File: config.mk
export PLATFORM = sky130hd
export DESIGN_NAME = sct_start_trigger
export DESIGN_NICKNAME = d
export VERILOG_FILES = /design/src/verilog/sct_pkg.sv /design/src/verilog/sct_start_trigger.sv /design/src/verilog/sct_hold_timer.sv
export SDC_FILE = /design/constraint.sdc
export NUM_CORES = 1
export LEC_CHECK = 0
export ABC_AREA = 1
export ABC_CLOCK_PERIOD_IN_PS = 3300
export BUFFER_PORTS_ARGS = -buffer_cell sky130_fd_sc_hd__buf_2
export CELL_PAD_IN_SITES_DETAIL_PLACEMENT = 1
export CELL_PAD_IN_SITES_GLOBAL_PLACEMENT = 2
export CORE_UTILIZATION = 28
export CTS_CLUSTER_SIZE = 16
export DETAILED_ROUTE_END_ITERATION = 7
export GPL_TIMING_DRIVEN = 0
export PLACE_DENSITY = 0.79
export SLEW_MARGIN = 20
export SYNTH_ARGS = -nofsm -noshare
export SYNTH_HDL_FRONTEND = slang
export SYNTH_HIERARCHICAL = 1
export SYNTH_SLANG_ARGS = --single-unit
File: constraint.sdc
create_clock -name clk_sys -period 3.3 [get_ports clk_sys]
set_input_delay 0.33 -clock clk_sys [delete_from_list [all_inputs] [get_ports clk_sys]]
set_output_delay 0.33 -clock clk_sys [all_outputs]
set_load 0.03 [all_outputs]
File: src/verilog/sct_pkg.sv
package sct_pkg;

    // Register byte offsets on the APB.
    localparam logic [11:0] OFS_CTRL = 12'h000;
    localparam logic [11:0] OFS_STATUS = 12'h004;
    localparam logic [11:0] OFS_HOLD = 12'h008;

    // Control register field positions.
    localparam int unsigned CTRL_EN_BIT = 0;
    localparam int unsigned CTRL_START_BIT = 1;
    localparam int unsigned CTRL_STOP_BIT = 2;
    localparam int unsigned CTRL_EXIT_BIT = 3;

    // Status register field positions.
    localparam int unsigned STAT_MSTS_BIT = 0;
    localparam int unsigned STAT_PEND_BIT = 1;
    localparam int unsigned STAT_BUSY_BIT = 2;
    localparam int unsigned STAT_SCL_BIT = 3;
    localparam int unsigned STAT_SDA_BIT = 4;

    // Timing: system clock period and the standard start hold time.
    localparam int unsigned CLK_PERIOD_NS = 50;
    localparam int unsigned HOLD_TIME_NS = 4000;
    localparam int unsigned HOLD_CYCLES =
        (HOLD_TIME_NS + CLK_PERIOD_NS - 1) / CLK_PERIOD_NS;

    // Reset values.
    localparam logic RST_ENABLE = 1'h0;
    localparam logic RST_TRIGGER = 1'h0;

    // Start sequencer states, one-hot.
    typedef enum logic [4:0] {
        ST_IDLE = 5'h01,
        ST_RS_SDA = 5'h02,
        ST_RS_SCL = 5'h04,
        ST_HOLD = 5'h08,
        ST_DONE = 5'h10
    } sct_fsm_t;

endpackage : sct_pkg

File: src/verilog/sct_start_trigger.sv
// Our own choices: the APB interface to the registers and the register addresses.
`timescale 1ns/10ps
module sct_start_trigger #(
    parameter int unsigned HOLD_W = 16
) (
    // Clock and reset.
    input wire logic clk_sys,
    input wire logic rst_b,
    // APB slave.
    input wire logic psel,
    input wire logic penable,
    input wire logic pwrite,
    input wire logic [11:0] paddr,
    input wire logic [31:0] pwdata,
    output logic [31:0] prdata,
    output logic pready,
    output logic pslverr,
    // Bus state from the rest of the controller.
    input wire logic bus_busy,
    input wire logic master_wait,
    input wire logic arb_lost,
    input wire logic stop_detected,
    input wire logic engine_ack,
    // Open-drain data line.
    input wire logic bus_data_line_in,
    output logic bus_data_line_out,
    output logic bus_data_line_oe,
    // Open-drain clock line.
    input wire logic bus_clock_line_in,
    output logic bus_clock_line_out,
    output logic bus_clock_line_oe,
    // Status toward the rest of the controller.
    output logic start_done,
    output logic master_state_flag
);

    // The hold counter must at least cover the reset interval.
    if (HOLD_W < 8 || HOLD_W > 32) begin : g_bad_width
        $error("HOLD_W must lie between 8 and 32");
    end

    typedef struct packed {
        sct_pkg::sct_fsm_t fsm;
        logic enable;
        logic trig;
        logic msts;
        logic [HOLD_W-1:0] rate;
        logic pready;
        logic pslverr;
        logic [31:0] prdata;
        logic sda_oe;
        logic scl_oe;
        logic start_done;
    } sct_state_t;

    sct_state_t state_reg;
    sct_state_t state_next;
    logic tmr_load;
    logic tmr_expired;
    logic [HOLD_W-1:0] tmr_val;
    logic access;
    logic wr_ctrl;
    logic wr_set;
    logic wr_clr;
    logic en_now;
    logic abort;

    // Tells whether an address hits one of the three registers.
    function automatic logic reg_mapped(input logic [11:0] addr);
        return addr == sct_pkg::OFS_CTRL || addr == sct_pkg::OFS_STATUS
            || addr == sct_pkg::OFS_HOLD;
    endfunction : reg_mapped

    // A rate of zero would stall the sequencer, so it counts as one cycle.
    function automatic logic [HOLD_W-1:0] hold_len(input logic [HOLD_W-1:0] r);
        return (r == '0) ? HOLD_W'(1) : r;
    endfunction : hold_len

    sct_hold_timer #(
        .CNT_W(HOLD_W)
    ) u_timer (
        .clk_sys(clk_sys),
        .rst_b(rst_b),
        .load(tmr_load),
        .load_val(tmr_val),
        .expired(tmr_expired)
    );

    // Write decode: a write takes effect at the edge where pready is high.
    assign access = psel && penable && state_reg.pready;
    assign wr_ctrl = access && pwrite && paddr == sct_pkg::OFS_CTRL;
    assign wr_set = wr_ctrl && pwdata[sct_pkg::CTRL_START_BIT];
    assign wr_clr = wr_ctrl && !pwdata[sct_pkg::CTRL_START_BIT];
    assign en_now = wr_ctrl ? pwdata[sct_pkg::CTRL_EN_BIT] : state_reg.enable;
    assign abort = !en_now || arb_lost
        || (wr_ctrl && pwdata[sct_pkg::CTRL_EXIT_BIT]);
    assign tmr_val = hold_len(state_reg.rate);

    // Next state: bus slave, start sequencer, trigger and master flag.
    always_comb begin
        state_next = state_reg;
        tmr_load = 1'b0;
        state_next.start_done = 1'b0;
        // APB answer one cycle into the access phase.
        state_next.pready = psel && penable && !state_reg.pready;
        state_next.pslverr = psel && penable && !state_reg.pready
            && !reg_mapped(paddr);
        if (psel && penable && !state_reg.pready) begin
            state_next.prdata = 32'h0000_0000;
            if (!pwrite && paddr == sct_pkg::OFS_CTRL) begin
                // Start, stop and exit bits read as zero.
                state_next.prdata[sct_pkg::CTRL_EN_BIT] = state_reg.enable;
            end else if (!pwrite && paddr == sct_pkg::OFS_STATUS) begin
                state_next.prdata[sct_pkg::STAT_MSTS_BIT] = state_reg.msts;
                state_next.prdata[sct_pkg::STAT_PEND_BIT] = state_reg.trig;
                state_next.prdata[sct_pkg::STAT_BUSY_BIT] =
                    state_reg.fsm != sct_pkg::ST_IDLE;
                state_next.prdata[sct_pkg::STAT_SCL_BIT] = bus_clock_line_in;
                state_next.prdata[sct_pkg::STAT_SDA_BIT] = bus_data_line_in;
            end else if (!pwrite && paddr == sct_pkg::OFS_HOLD) begin
                state_next.prdata[HOLD_W-1:0] = state_reg.rate;
            end
        end
        if (wr_ctrl) begin
            state_next.enable = pwdata[sct_pkg::CTRL_EN_BIT];
        end
        if (access && pwrite && paddr == sct_pkg::OFS_HOLD) begin
            state_next.rate = pwdata[HOLD_W-1:0];
        end
        // Start sequencer.
        unique case (state_reg.fsm)
            sct_pkg::ST_IDLE: begin
                state_next.sda_oe = 1'b0;
                state_next.scl_oe = 1'b0;
                if (state_reg.trig && !abort && !wr_clr) begin
                    if (master_wait) begin
                        // Take the clock low ourselves, release data.
                        state_next.fsm = sct_pkg::ST_RS_SDA;
                        state_next.scl_oe = 1'b1;
                        tmr_load = 1'b1;
                    end else if (!bus_busy) begin
                        state_next.fsm = sct_pkg::ST_HOLD;
                        state_next.sda_oe = 1'b1;
                        tmr_load = 1'b1;
                    end
                    // Otherwise the trigger waits as a reserved request.
                end
            end
            sct_pkg::ST_RS_SDA: begin
                if (tmr_expired) begin
                    state_next.fsm = sct_pkg::ST_RS_SCL;
                    state_next.scl_oe = 1'b0;
                    tmr_load = 1'b1;
                end
            end
            sct_pkg::ST_RS_SCL: begin
                // A slave may stretch the clock; time from its release.
                if (!bus_clock_line_in) begin
                    tmr_load = 1'b1;
                end else if (tmr_expired) begin
                    state_next.fsm = sct_pkg::ST_HOLD;
                    state_next.sda_oe = 1'b1;
                    tmr_load = 1'b1;
                end
            end
            sct_pkg::ST_HOLD: begin
                if (tmr_expired) begin
                    state_next.fsm = sct_pkg::ST_DONE;
                    state_next.scl_oe = 1'b1;
                    state_next.start_done = 1'b1;
                end
            end
            sct_pkg::ST_DONE: begin
                // Both lines stay low until the byte engine takes over.
                if (engine_ack) begin
                    state_next.fsm = sct_pkg::ST_IDLE;
                    state_next.sda_oe = 1'b0;
                    state_next.scl_oe = 1'b0;
                end
            end
            default: begin
                state_next.fsm = sct_pkg::ST_IDLE;
                state_next.sda_oe = 1'b0;
                state_next.scl_oe = 1'b0;
            end
        endcase
        if (abort && state_reg.fsm != sct_pkg::ST_IDLE) begin
            state_next.fsm = sct_pkg::ST_IDLE;
            state_next.sda_oe = 1'b0;
            state_next.scl_oe = 1'b0;
            state_next.start_done = 1'b0;
        end
        // Trigger: clears by write, abort or start first, a software set wins over them.
        if (wr_clr || abort || state_next.start_done) begin
            state_next.trig = 1'b0;
        end
        if (wr_set && en_now) begin
            state_next.trig = 1'b1;
        end
        // Master flag: set on a generated start, which wins over clears.
        if (stop_detected || abort) begin
            state_next.msts = 1'b0;
        end
        if (state_next.start_done) begin
            state_next.msts = 1'b1;
        end
    end

    // One register stage for all state.
    always_ff @(posedge clk_sys) begin
        if (!rst_b) begin
            state_reg.fsm <= sct_pkg::ST_IDLE;
            state_reg.enable <= sct_pkg::RST_ENABLE;
            state_reg.trig <= sct_pkg::RST_TRIGGER;
            state_reg.msts <= 1'b0;
            state_reg.rate <= HOLD_W'(sct_pkg::HOLD_CYCLES);
            state_reg.pready <= 1'b0;
            state_reg.pslverr <= 1'b0;
            state_reg.prdata <= 32'h0000_0000;
            state_reg.sda_oe <= 1'b0;
            state_reg.scl_oe <= 1'b0;
            state_reg.start_done <= 1'b0;
        end else begin
            state_reg <= state_next;
        end
    end

    // Outputs straight from the state register; lines only ever pull low.
    assign prdata = state_reg.prdata;
    assign pready = state_reg.pready;
    assign pslverr = state_reg.pslverr;
    assign bus_data_line_out = 1'b0;
    assign bus_data_line_oe = state_reg.sda_oe;
    assign bus_clock_line_out = 1'b0;
    assign bus_clock_line_oe = state_reg.scl_oe;
    assign start_done = state_reg.start_done;
    assign master_state_flag = state_reg.msts;

    // Cycles spent with data low before the clock falls.
    logic [HOLD_W-1:0] chk_hold_cnt;
    always_ff @(posedge clk_sys) begin
        if (!rst_b || state_reg.fsm != sct_pkg::ST_HOLD) begin
            chk_hold_cnt <= '0;
        end else begin
            chk_hold_cnt <= chk_hold_cnt + HOLD_W'(1);
        end
    end
endmodule : sct_start_trigger

File: src/verilog/sct_hold_timer.sv
`timescale 1ns/10ps
module sct_hold_timer #(
    parameter int unsigned CNT_W = 16
) (
    // Clock and reset.
    input wire logic clk_sys,
    input wire logic rst_b,
    // Load request and interval in cycles, at least one.
    input wire logic load,
    input wire logic [CNT_W-1:0] load_val,
    // High once the loaded interval has run out.
    output logic expired
);

    logic [CNT_W-1:0] cnt_reg;
    logic [CNT_W-1:0] cnt_next;

    // A load of N makes the interval last N cycles counting the load edge.
    always_comb begin
        cnt_next = cnt_reg;
        if (load) begin
            cnt_next = load_val - CNT_W'(1);
        end else if (cnt_reg != '0) begin
            cnt_next = cnt_reg - CNT_W'(1);
        end
    end

    always_ff @(posedge clk_sys) begin
        if (!rst_b) begin
            cnt_reg <= '0;
        end else begin
            cnt_reg <= cnt_next;
        end
    end

    // Expiry is seen from the cycle the count reaches zero.
    assign expired = (cnt_reg == '0);

endmodule : sct_hold_timer

==> results.cfg, run 1 <==
[cts]
clk-insertion-delay-late_ns = 0.33
cts_buffers = 9
cts_tree = yes
clock_path_buffers = 2
cts_sinks = 61
path_clk_slew_ns = 0.06
root_buffer = clkbuf_16
htreeDepth = 3

[global_routing]
use_met3_pct = 2.91
use_met2_pct = 28.2
grtUsageMet1_pct = 20.4
gr-total-overflow = 0
grt_usage_pct = 16.3
antenna_found_initial = 0
grt_pass1_wl_um = 16900
grt_max_degree = 13
grt_pass1_vias = 3527
busiest_layer = met2

[timing]
fin_crit_sh_pct = 89.7
slew_viol_final = 0
fmax_mhz = 338
fin_setup_tns_ns = 0
rsz0062_at_grt = false
finalHoldViolCount = 0
period_needed_ns = 2.96
setup_viol = 0
slew_headroom_pct = 63.9
finClkSkew_ns = 0.00682
worst_slew_pin_slew_ns = 0.542

[critical_path]
cp-start-kind = flip-flop
slowest_stage = dfxtp_1
crit_buf_inv = 4
cp.required_ns = 3.52
path_max_fanout = 10
arrival_ns = 3.18
rr_endpoint = u_timer/cnt_reg[14]
cp_common_cell = nand2_1
endpoint_kind = flip-flop
ff2ff_path_depth = 20
crit_chain = nor2_1 > nand2_1 > nor3_4 > inv_1 > a21oi_1 > nand2_1 > nand3_1 > buf_6 > inv_6 > nor2_1 > nor2_1 > inv_2 > ha_1 > nand3_1 > nor3_2 > nand2_1 > nand2_1 > nand2_1 > nand2_1 > nor2_2
cp.depth = 20
critPathMaxStageDelay_ns = 0.32
rrSetupSlack_ns = 0.34
cpLargestDelayFamily = simple AND/OR/NAND/NOR gates
worstSetupPathType = reg -> reg
reg2reg_from = state_reg[58]

[routing]
drt_drc_violations_left = 0
wl_per_cell_um = 12.7
dr.first_iter.drc_count = 150
vias = 3512
antenna_left = 0
vias_per_cell = 4.30
wirelength_um = 10400
firstDrtPassIters = 4

[logic_synthesis]
yosys-top-cells-count = 139 x nand2_1, 61 x dfxtp_1, 59 x inv_1
synthCells = 550
ys_types = 42
synthArstFlopShare_pct = 0
synth_edf_count = 0
synth_top_family_by_area = simple AND/OR/NAND/NOR gates
yosys-top-cells-area = dfxtp_1 33%, nand2_1 14%, buf_4 7.4%, inv_1 6.1%, a21oi_1 5.6%
muxShareOfSynthArea_pct = 0
syn_area_sq_mm = 0.00366
yosys_warnings = 6
ys_ff_latch = 61
synth_area_per_cell_sq_um = 6.65
synth-compound-area-share_pct = 11.9
synth_top_area_share_pct = 33.4
synth_ff_type = dfxtp_1
yosys.area_share.simple_pct = 36.2
synth-xor-area-share_pct = 0.479
synth_seq_area_share_pct = 33.4
synthAdderAreaFrac_pct = 0.342
post-synth-top-count-cell = nand2_1
yosysTopAreaCell = dfxtp_1

[die]
dieArea_sq_mm = 0.0135
fp.coreArea_sq_mm = 0.0127
io_pins = 96
dieHeight_um = 116
die_w_um = 116
initial_utilization_pct = 28.9
rows = 41

[power_and_ir_drop]
irDropWorstVdd_uv = 260
power.leakage_nw = 2.15
power_density_mw_per_mm2 = 727
finalPower_mw = 3.31

[final_layout]
diodes = 0
multi_input_area_sq_mm = 0.00187
layout-drive-gt1-share_pct = 27.0
instances_no_fill = 816
final_core_util_pct = 36.0
nNetsFinal = 696
largest_register_ffs = 23
stdcell_area_sq_mm = 0.00456
ff_latch_area_sq_mm = 0.00122
fillers = 1681
area_delta_synth_final_pct = 24.5

[place]
dp_hpwl_um = 8390
dp.cells = 800
port-buffer-count = 61
place_area_sq_mm = 0.00424
finalWeightedCongestion = 0.834

[status]
status = finished, final reports clean

[hold_path]
hp-start = pwdata[4]
hold_class = in -> reg
min_to = state_reg[41]
holdPathStages = 3

[flow_run]
maxCapViolCount = 0
## kinds of logic (layout without fill, tap and decap cells)
kind of cell | Yosys count | count (layout)
AND/OR/NAND/NOR | 276 | 276
buffers and inverters | 128 | 205
AO/OA/AOI/OAI | 81 | 81
flip-flops | 61 | 61
XOR/XNOR | 2 | 2
adder cells (fa/ha/maj) | 1 | 1
other | 1 | 18
## layer usage
metal / vias up / wire length (um)
met5: - / 0
met4: 0 / 127
met3: 8 / 268
met2: 42 / 5030
met1: 1606 / 4930
li1: 1856 / -
## stage by stage
step / hold WS, ns / setup WS, ns
after floorplan: 0.444 / 0.588
after global placement: 0.454 / 0.204
after detailed placement: 0.458 / 0.154
after CTS: 0.275 / 0.239
after global routing: 0.290 / 0.0133
final: 0.276 / 0.341
## cell type report
type | instances | area share [%]
multi-input cells | 378 | 41.1
flip-flops and latches | 61 | 26.8
clock buffers | 9 | 4.94
clock inverters | 7 | 1.65
well taps | 172 | 4.72
plain buffers | 62 | 8.59
repair buffers | 61 | 6.70
inverters | 66 | 5.54
## worst max path at each step
stage                   from                   to  slack [ns]
4_1_cts               pready   u_timer/cnt_reg[8]        0.24
3_3_place_gp        paddr[5]  u_timer/cnt_reg[12]        0.20
5_1_grt        state_reg[58]  u_timer/cnt_reg[14]        0.01
3_5_place_dp        paddr[7]   u_timer/cnt_reg[8]        0.15
6_report       state_reg[58]  u_timer/cnt_reg[14]        0.34
2_1_floorplan         pready  u_timer/cnt_reg[12]        0.59
## report_power, final
part / internal, mW / switching (mW) / total [mW]
registers: 0.840 / 0.0498 / 0.890
clock network: 0.587 / 0.373 / 0.959
logic: 0.479 / 0.984 / 1.46
total: 1.91 / 1.41 / 3.31
## placed cells by master, fill, tap and decap left out, drive strengths merged, types with 2 or more instances in the layout
master / synthesis / routed
nand3: 29 / 29
o21ai: 31 / 31
nor2: 63 / 63
a31oi: 3 / 3
clkbuf: 21 / 30
inv: 65 / 66
xor2: 2 / 2
buf: 41 / 102
nor4: 4 / 4
nor3b: 2 / 2
nand4: 10 / 10
clkinv: 1 / 3
dfxtp: 61 / 61
o211ai: 2 / 2
a21oi: 42 / 42
nor3: 6 / 6
conb: 1 / 18
nand2: 158 / 158
clkinvlp: 0 / 3
nand3b: 2 / 2
## worst reg2reg max path: stages, from the launching register on
cell and delay (ns):
dfxtp_1 0.32, nor2_1 0.15, nand2_1 0.14, nor3_4 0.32, inv_1 0.16, a21oi_1 0.15, nand2_1 0.07, nand3_1 0.08
buf_6 0.15, inv_6 0.06, nor2_1 0.09, nor2_1 0.07, inv_2 0.10, ha_1 0.22, nand3_1 0.17, nor3_2 0.31
nand2_1 0.09, nand2_1 0.06, nand2_1 0.05, nand2_1 0.06, nor2_2 0.03
## timing repair
item,CTS,global route
hold buffers,0,0
buffers inserted,0,0
setup endpoints to repair,0,5
resized for setup,0,3
(Power assumes the default switching activity.)
==> run 2, diff against run 1 <==
Settings changed: PLACE_DENSITY 0.79 to 0.83.
==> run 2 against run 1 <==
Compared with the run above:
- total power grew 6.2%
- global-route usage grew 0.55 points
- clock skew about the same
- routed wire length rose by 3.5%
- sequential power is essentially flat
- critical path depth is the same
- hold slack lost 0.0033 ns
- via count up 2.9%
- flip-flop and latch count unchanged
==> results.cfg, run 2 (same netlist as run 1, synthesis figures left out) <==
[cts]
clk-insertion-delay-late_ns = 0.33
path_clk_slew_ns = 0.06
cts_sinks = 61
htreeDepth = 3
cts_buffers = 9
cts_tree = yes
root_buffer = clkbuf_16
clock_path_buffers = 2

[timing]
worst_slew_pin_slew_ns = 0.510
holdWs_ns = 0.273
period_needed_ns = 3.05
fin_crit_sh_pct = 92.6
finalHoldViolCount = 0
slew_headroom_pct = 66.0
slew_viol_final = 0
rsz0062_at_grt = false
setup_viol = 0
fmax_mhz = 327
finClkSkew_ns = 0.00659
fin_setup_tns_ns = 0

[final_layout]
fillers = 1661
stdcell_area_sq_mm = 0.00462
layout-drive-gt1-share_pct = 27.1
largest_register_ffs = 23
nNetsFinal = 698
mostFrequentLayoutCells = 139 x nand2_1, 62 x buf_2, 61 x dfxtp_1, 59 x inv_1, 42 x nor2_1
diodes = 0
layout_commonest_cell = nand2_1
area_delta_synth_final_pct = 26.2

[routing]
wl_per_cell_um = 13.1
wirelength_um = 10700
vias_per_cell = 4.42
route.met3.wl_um = 250
vias = 3614
dr.first_iter.drc_count = 168
firstDrtPassIters = 4
drt_drc_violations_left = 0
antenna_left = 0
wl_met2_um = 5460
wl_met1_um = 4830
top_layer_used = met4

[status]
status = finished, final reports clean

[critical_path]
path_max_fanout = 10
cp-start-kind = flip-flop
worstSetupPathType = reg -> reg
arrival_ns = 3.27
cp.required_ns = 3.52
endpoint_kind = flip-flop

[die]
initial_utilization_pct = 28.9
dieArea_sq_mm = 0.0135
fp.coreArea_sq_mm = 0.0127
die_w_um = 116
dieHeight_um = 116
rows = 41
io_pins = 96

[global_routing]
grt_pass1_wl_um = 17600
grt_usage_pct = 16.9
antenna_found_initial = 0
grt_max_degree = 12
grt_pass1_vias = 3734
gr-total-overflow = 0

[power_and_ir_drop]
power.leakage_nw = 2.19
power_density_mw_per_mm2 = 762
irDropWorstVdd_uv = 265

[flow_run]
maxCapViolCount = 0

[place]
finalWeightedCongestion = 0.842
place_area_sq_mm = 0.00424
port-buffer-count = 61
dp_hpwl_um = 8590

[hold_path]
hold_class = in -> reg
run 2: cell types whose count changed in the layout (fill, tap and decap cells not counted), sizes merged:
cell	before	now
clkinvlp	3	1
inv	66	65
clkbuf	30	31
bufinv	1	3
buf	102	104
run 2: metrics by stage:
step | total power, mW | worst slack [ns] | cells | util, %
after global placement | 2.32 | 0.0957 | 800 | 33.5
after detailed placement | 2.38 | 0.00594 | 800 | 33.5
after floorplan | 2.03 | 0.588 | 567 | -
final | 3.52 | 0.245 | 818 | 36.5
after global routing | 3.78 | 0.0274 | 818 | 36.5
after CTS | 3.49 | 0.107 | 816 | 36.2
run 2: report_power, final:
part           switching, mW  internal [mW]  total (mW)
registers             0.0490          0.840       0.889
clock network          0.350          0.737        1.09
logic                   1.03          0.511        1.54
run 2: worst paths after layout:
path                      start                  end  slack [ns]  cells after the start
setup reg to reg  state_reg[58]  u_timer/cnt_reg[12]        0.25                     20
setup / recovery  state_reg[58]  u_timer/cnt_reg[12]        0.25                     20
hold / removal    stop_detected    master_state_flag        0.27                      4
hold reg to reg       prdata[5]            prdata[5]        0.46                      2
run 2: layout make-up:
cell class              count  area [sq um]  area share, %
repair buffers             63           320           6.93
clock buffers              10           229           4.96
clock inverters             6           111           2.41
flip-flops and latches     61          1220           26.4
well taps                 172           215           4.66
multi-input cells         378          1880           40.7
inverters                  66           253           5.47
plain buffers              62           392           8.48
run 2: repair_timing:
item                                    CTS  global route
hold endpoints to repair                  0             0
hold buffers                              0             0
endpoints found under the setup margin    0             5
setup buffers                             0             2
gates resized for setup                   0             4
run 2: critical path: stages (launching register included):
cell and delay (ns):
dfxtp_1 0.32, nor2_1 0.15, nand2_1 0.14, nor3_4 0.29, inv_1 0.15, a21oi_1 0.14, nand2_1 0.07, nand3_1 0.09
buf_6 0.15, inv_6 0.06, nor2_1 0.13, nor2_1 0.08, inv_2 0.11, ha_1 0.23, nand3_1 0.22, nor2_2 0.26
nand3_1 0.12, nand2_1 0.07, nand2_1 0.05, nand2_1 0.07, nor2_2 0.04
run 2: routing by layer:
metal	global-route usage [%]	up-vias
met5	0	-
met4	5.90	0
met3	2.91	12
met2	30.2	49
met1	20.2	1689
li1	-	1864
==> run 3, diff against run 2 <==
Settings changed: ABC_CLOCK_PERIOD_IN_PS 3300 to 3600, CORE_UTILIZATION 28 to 30, PLACE_DENSITY 0.83 to 0.88.
Clock period 3.3 ns to 3.6 ns, I/O delays scaled along.
==> run 3 against run 2 <==
Compared with the run above:
- combinational power decreased by 14%
- clock power decreased by 26%
- worst setup slack improved by 0.31 ns
- critical path type unchanged
- global-route usage increased by 0.26 points
==> results.cfg, run 3 (same netlist as run 1, synthesis figures left out) <==
[die]
fp.coreArea_sq_mm = 0.0117
dieHeight_um = 112
dieArea_sq_mm = 0.0126
io_pins = 96
rows = 39
initial_utilization_pct = 31.4
die_w_um = 112

[routing]
dr.first_iter.drc_count = 120
wl_per_cell_um = 12.9
firstDrtPassIters = 4
antenna_left = 0
drt_drc_violations_left = 0
wirelength_um = 10100
vias = 3548
vias_per_cell = 4.51

[timing]
slew_headroom_pct = 61.6
period_needed_ns = 3.05
fmax_mhz = 328
finalHoldViolCount = 0
rsz0062_at_grt = false
finClkSkew_ns = 0.00809
fin_crit_sh_pct = 84.7
fin_setup_tns_ns = 0
setup_viol = 0
slew_viol_final = 0
fin_ws_ns = 0.551
worst_slew_pin_slew_ns = 0.571

[power_and_ir_drop]
irDropWorstVdd_uv = 241
power.leakage_nw = 2.14
power_density_mw_per_mm2 = 659

[final_layout]
area_delta_synth_final_pct = 22.5
nNetsFinal = 696
multi_input_area_sq_mm = 0.00186
fillers = 1528
layout-drive-gt1-share_pct = 26.7
diodes = 0
layout_commonest_cell = nand2_1
largest_register_ffs = 23
mostFrequentLayoutCells = 139 x nand2_1, 62 x buf_2, 61 x dfxtp_1, 59 x inv_1, 43 x nor2_1
final_core_util_pct = 38.5
ff_latch_area_sq_mm = 0.00122

[cts]
cts_hold_buffers = 0
cts_sinks = 61
cts_buffers = 9
htreeDepth = 3
path_clk_slew_ns = 0.06
cts_resized = 0
root_buffer = clkbuf_16
cts_tree = yes
clock_path_buffers = 2
post_cts_buffers = 0
clk-insertion-delay-late_ns = 0.33

[critical_path]
cp.required_ns = 3.83
endpoint_kind = flip-flop
path_max_fanout = 10
worstSetupPathType = reg -> reg
cp-start-kind = flip-flop
arrival_ns = 3.28

[global_routing]
grt_pass1_wl_um = 17200
grt_max_degree = 13
antenna_found_initial = 0
grt_usage_pct = 17.1
grt_pass1_vias = 3644
gr-total-overflow = 0

[place]
dp_hpwl_um = 8260
dp_worst_setup_slack_ns = 0.379
finalWeightedCongestion = 0.828
port-buffer-count = 61

[flow_run]
maxCapViolCount = 0

[hold_path]
hold_class = in -> reg

[status]
status = finished, final reports clean
==> run 3: cell count changes in the layout (fill, tap and decap cells not counted), sizes merged <==
cell	before	now
inv	65	66
bufinv	3	0
clkbuf	31	30
clkinvlp	1	2
buf	104	102
clkinv	3	5
==> run 3: worst paths after layout <==
check	cells past startpoint	end	slack [ns]	start
max reg2reg	18	u_timer/cnt_reg[12]	0.55	u_timer/cnt_reg[8]
min	3	state_reg[41]	0.31	pwdata[4]
max	18	u_timer/cnt_reg[12]	0.55	u_timer/cnt_reg[8]
min reg2reg	2	prdata[0]	0.46	prdata[0]
==> run 3: power by group <==
group | internal [mW] | total (mW) | switching [mW]
Clock | 0.467 | 0.804 | 0.337
Sequential | 0.770 | 0.819 | 0.0486
Combinational | 0.435 | 1.33 | 0.896
Total | 1.67 | 2.95 | 1.28
==> run 3: area by class of cell <==
type / instances / share of cell area [%]
Multi-Input combinational cell: 378 / 41.4
Buffer: 62 / 8.73
Inverter: 66 / 5.64
Timing Repair Buffer: 61 / 6.81
Clock inverter: 7 / 1.14
Tap cell: 143 / 3.99
Clock buffer: 9 / 5.02
Sequential cell: 61 / 27.2
==> run 3: metal layers <==
layer / GRT usage [%] / vias up / routed length (um)
met5: 0 / - / 0
met1: 20.7 / 1622 / 4790
li1: - / 1863 / -
met4: 6.13 / 0 / 124
met2: 30.6 / 52 / 4950
met3: 2.70 / 11 / 269
==> run 3: critical path: stages (launching register included) <==
cell and delay, ns:
dfxtp_1 0.31, nor2_1 0.13, nand3_1 0.13, nor4_1 0.55, o21ai_0 0.18, nand3_1 0.14, buf_6 0.14, inv_6 0.06
nor2_1 0.10, nor2_1 0.07, inv_2 0.11, ha_1 0.22, nand3_1 0.15, nor2_1 0.30, nand3_1 0.12, nand2_1 0.08
nand2_1 0.05, nand2_1 0.06, nor2_2 0.04
==> run 3: through the flow <==
stage | hold slack [ns] | instance area, sq um | instances | total power, mW
2_1_floorplan | 0.444 | 3720 | 567 | 1.86
3_3_place_gp | 0.455 | 4210 | 771 | 2.11
3_5_place_dp | 0.458 | 4210 | 771 | 2.17
4_1_cts | 0.303 | 4480 | 787 | 2.99
5_1_grt | 0.315 | 4480 | 787 | 3.20
6_report | 0.305 | 4480 | 787 | 2.95
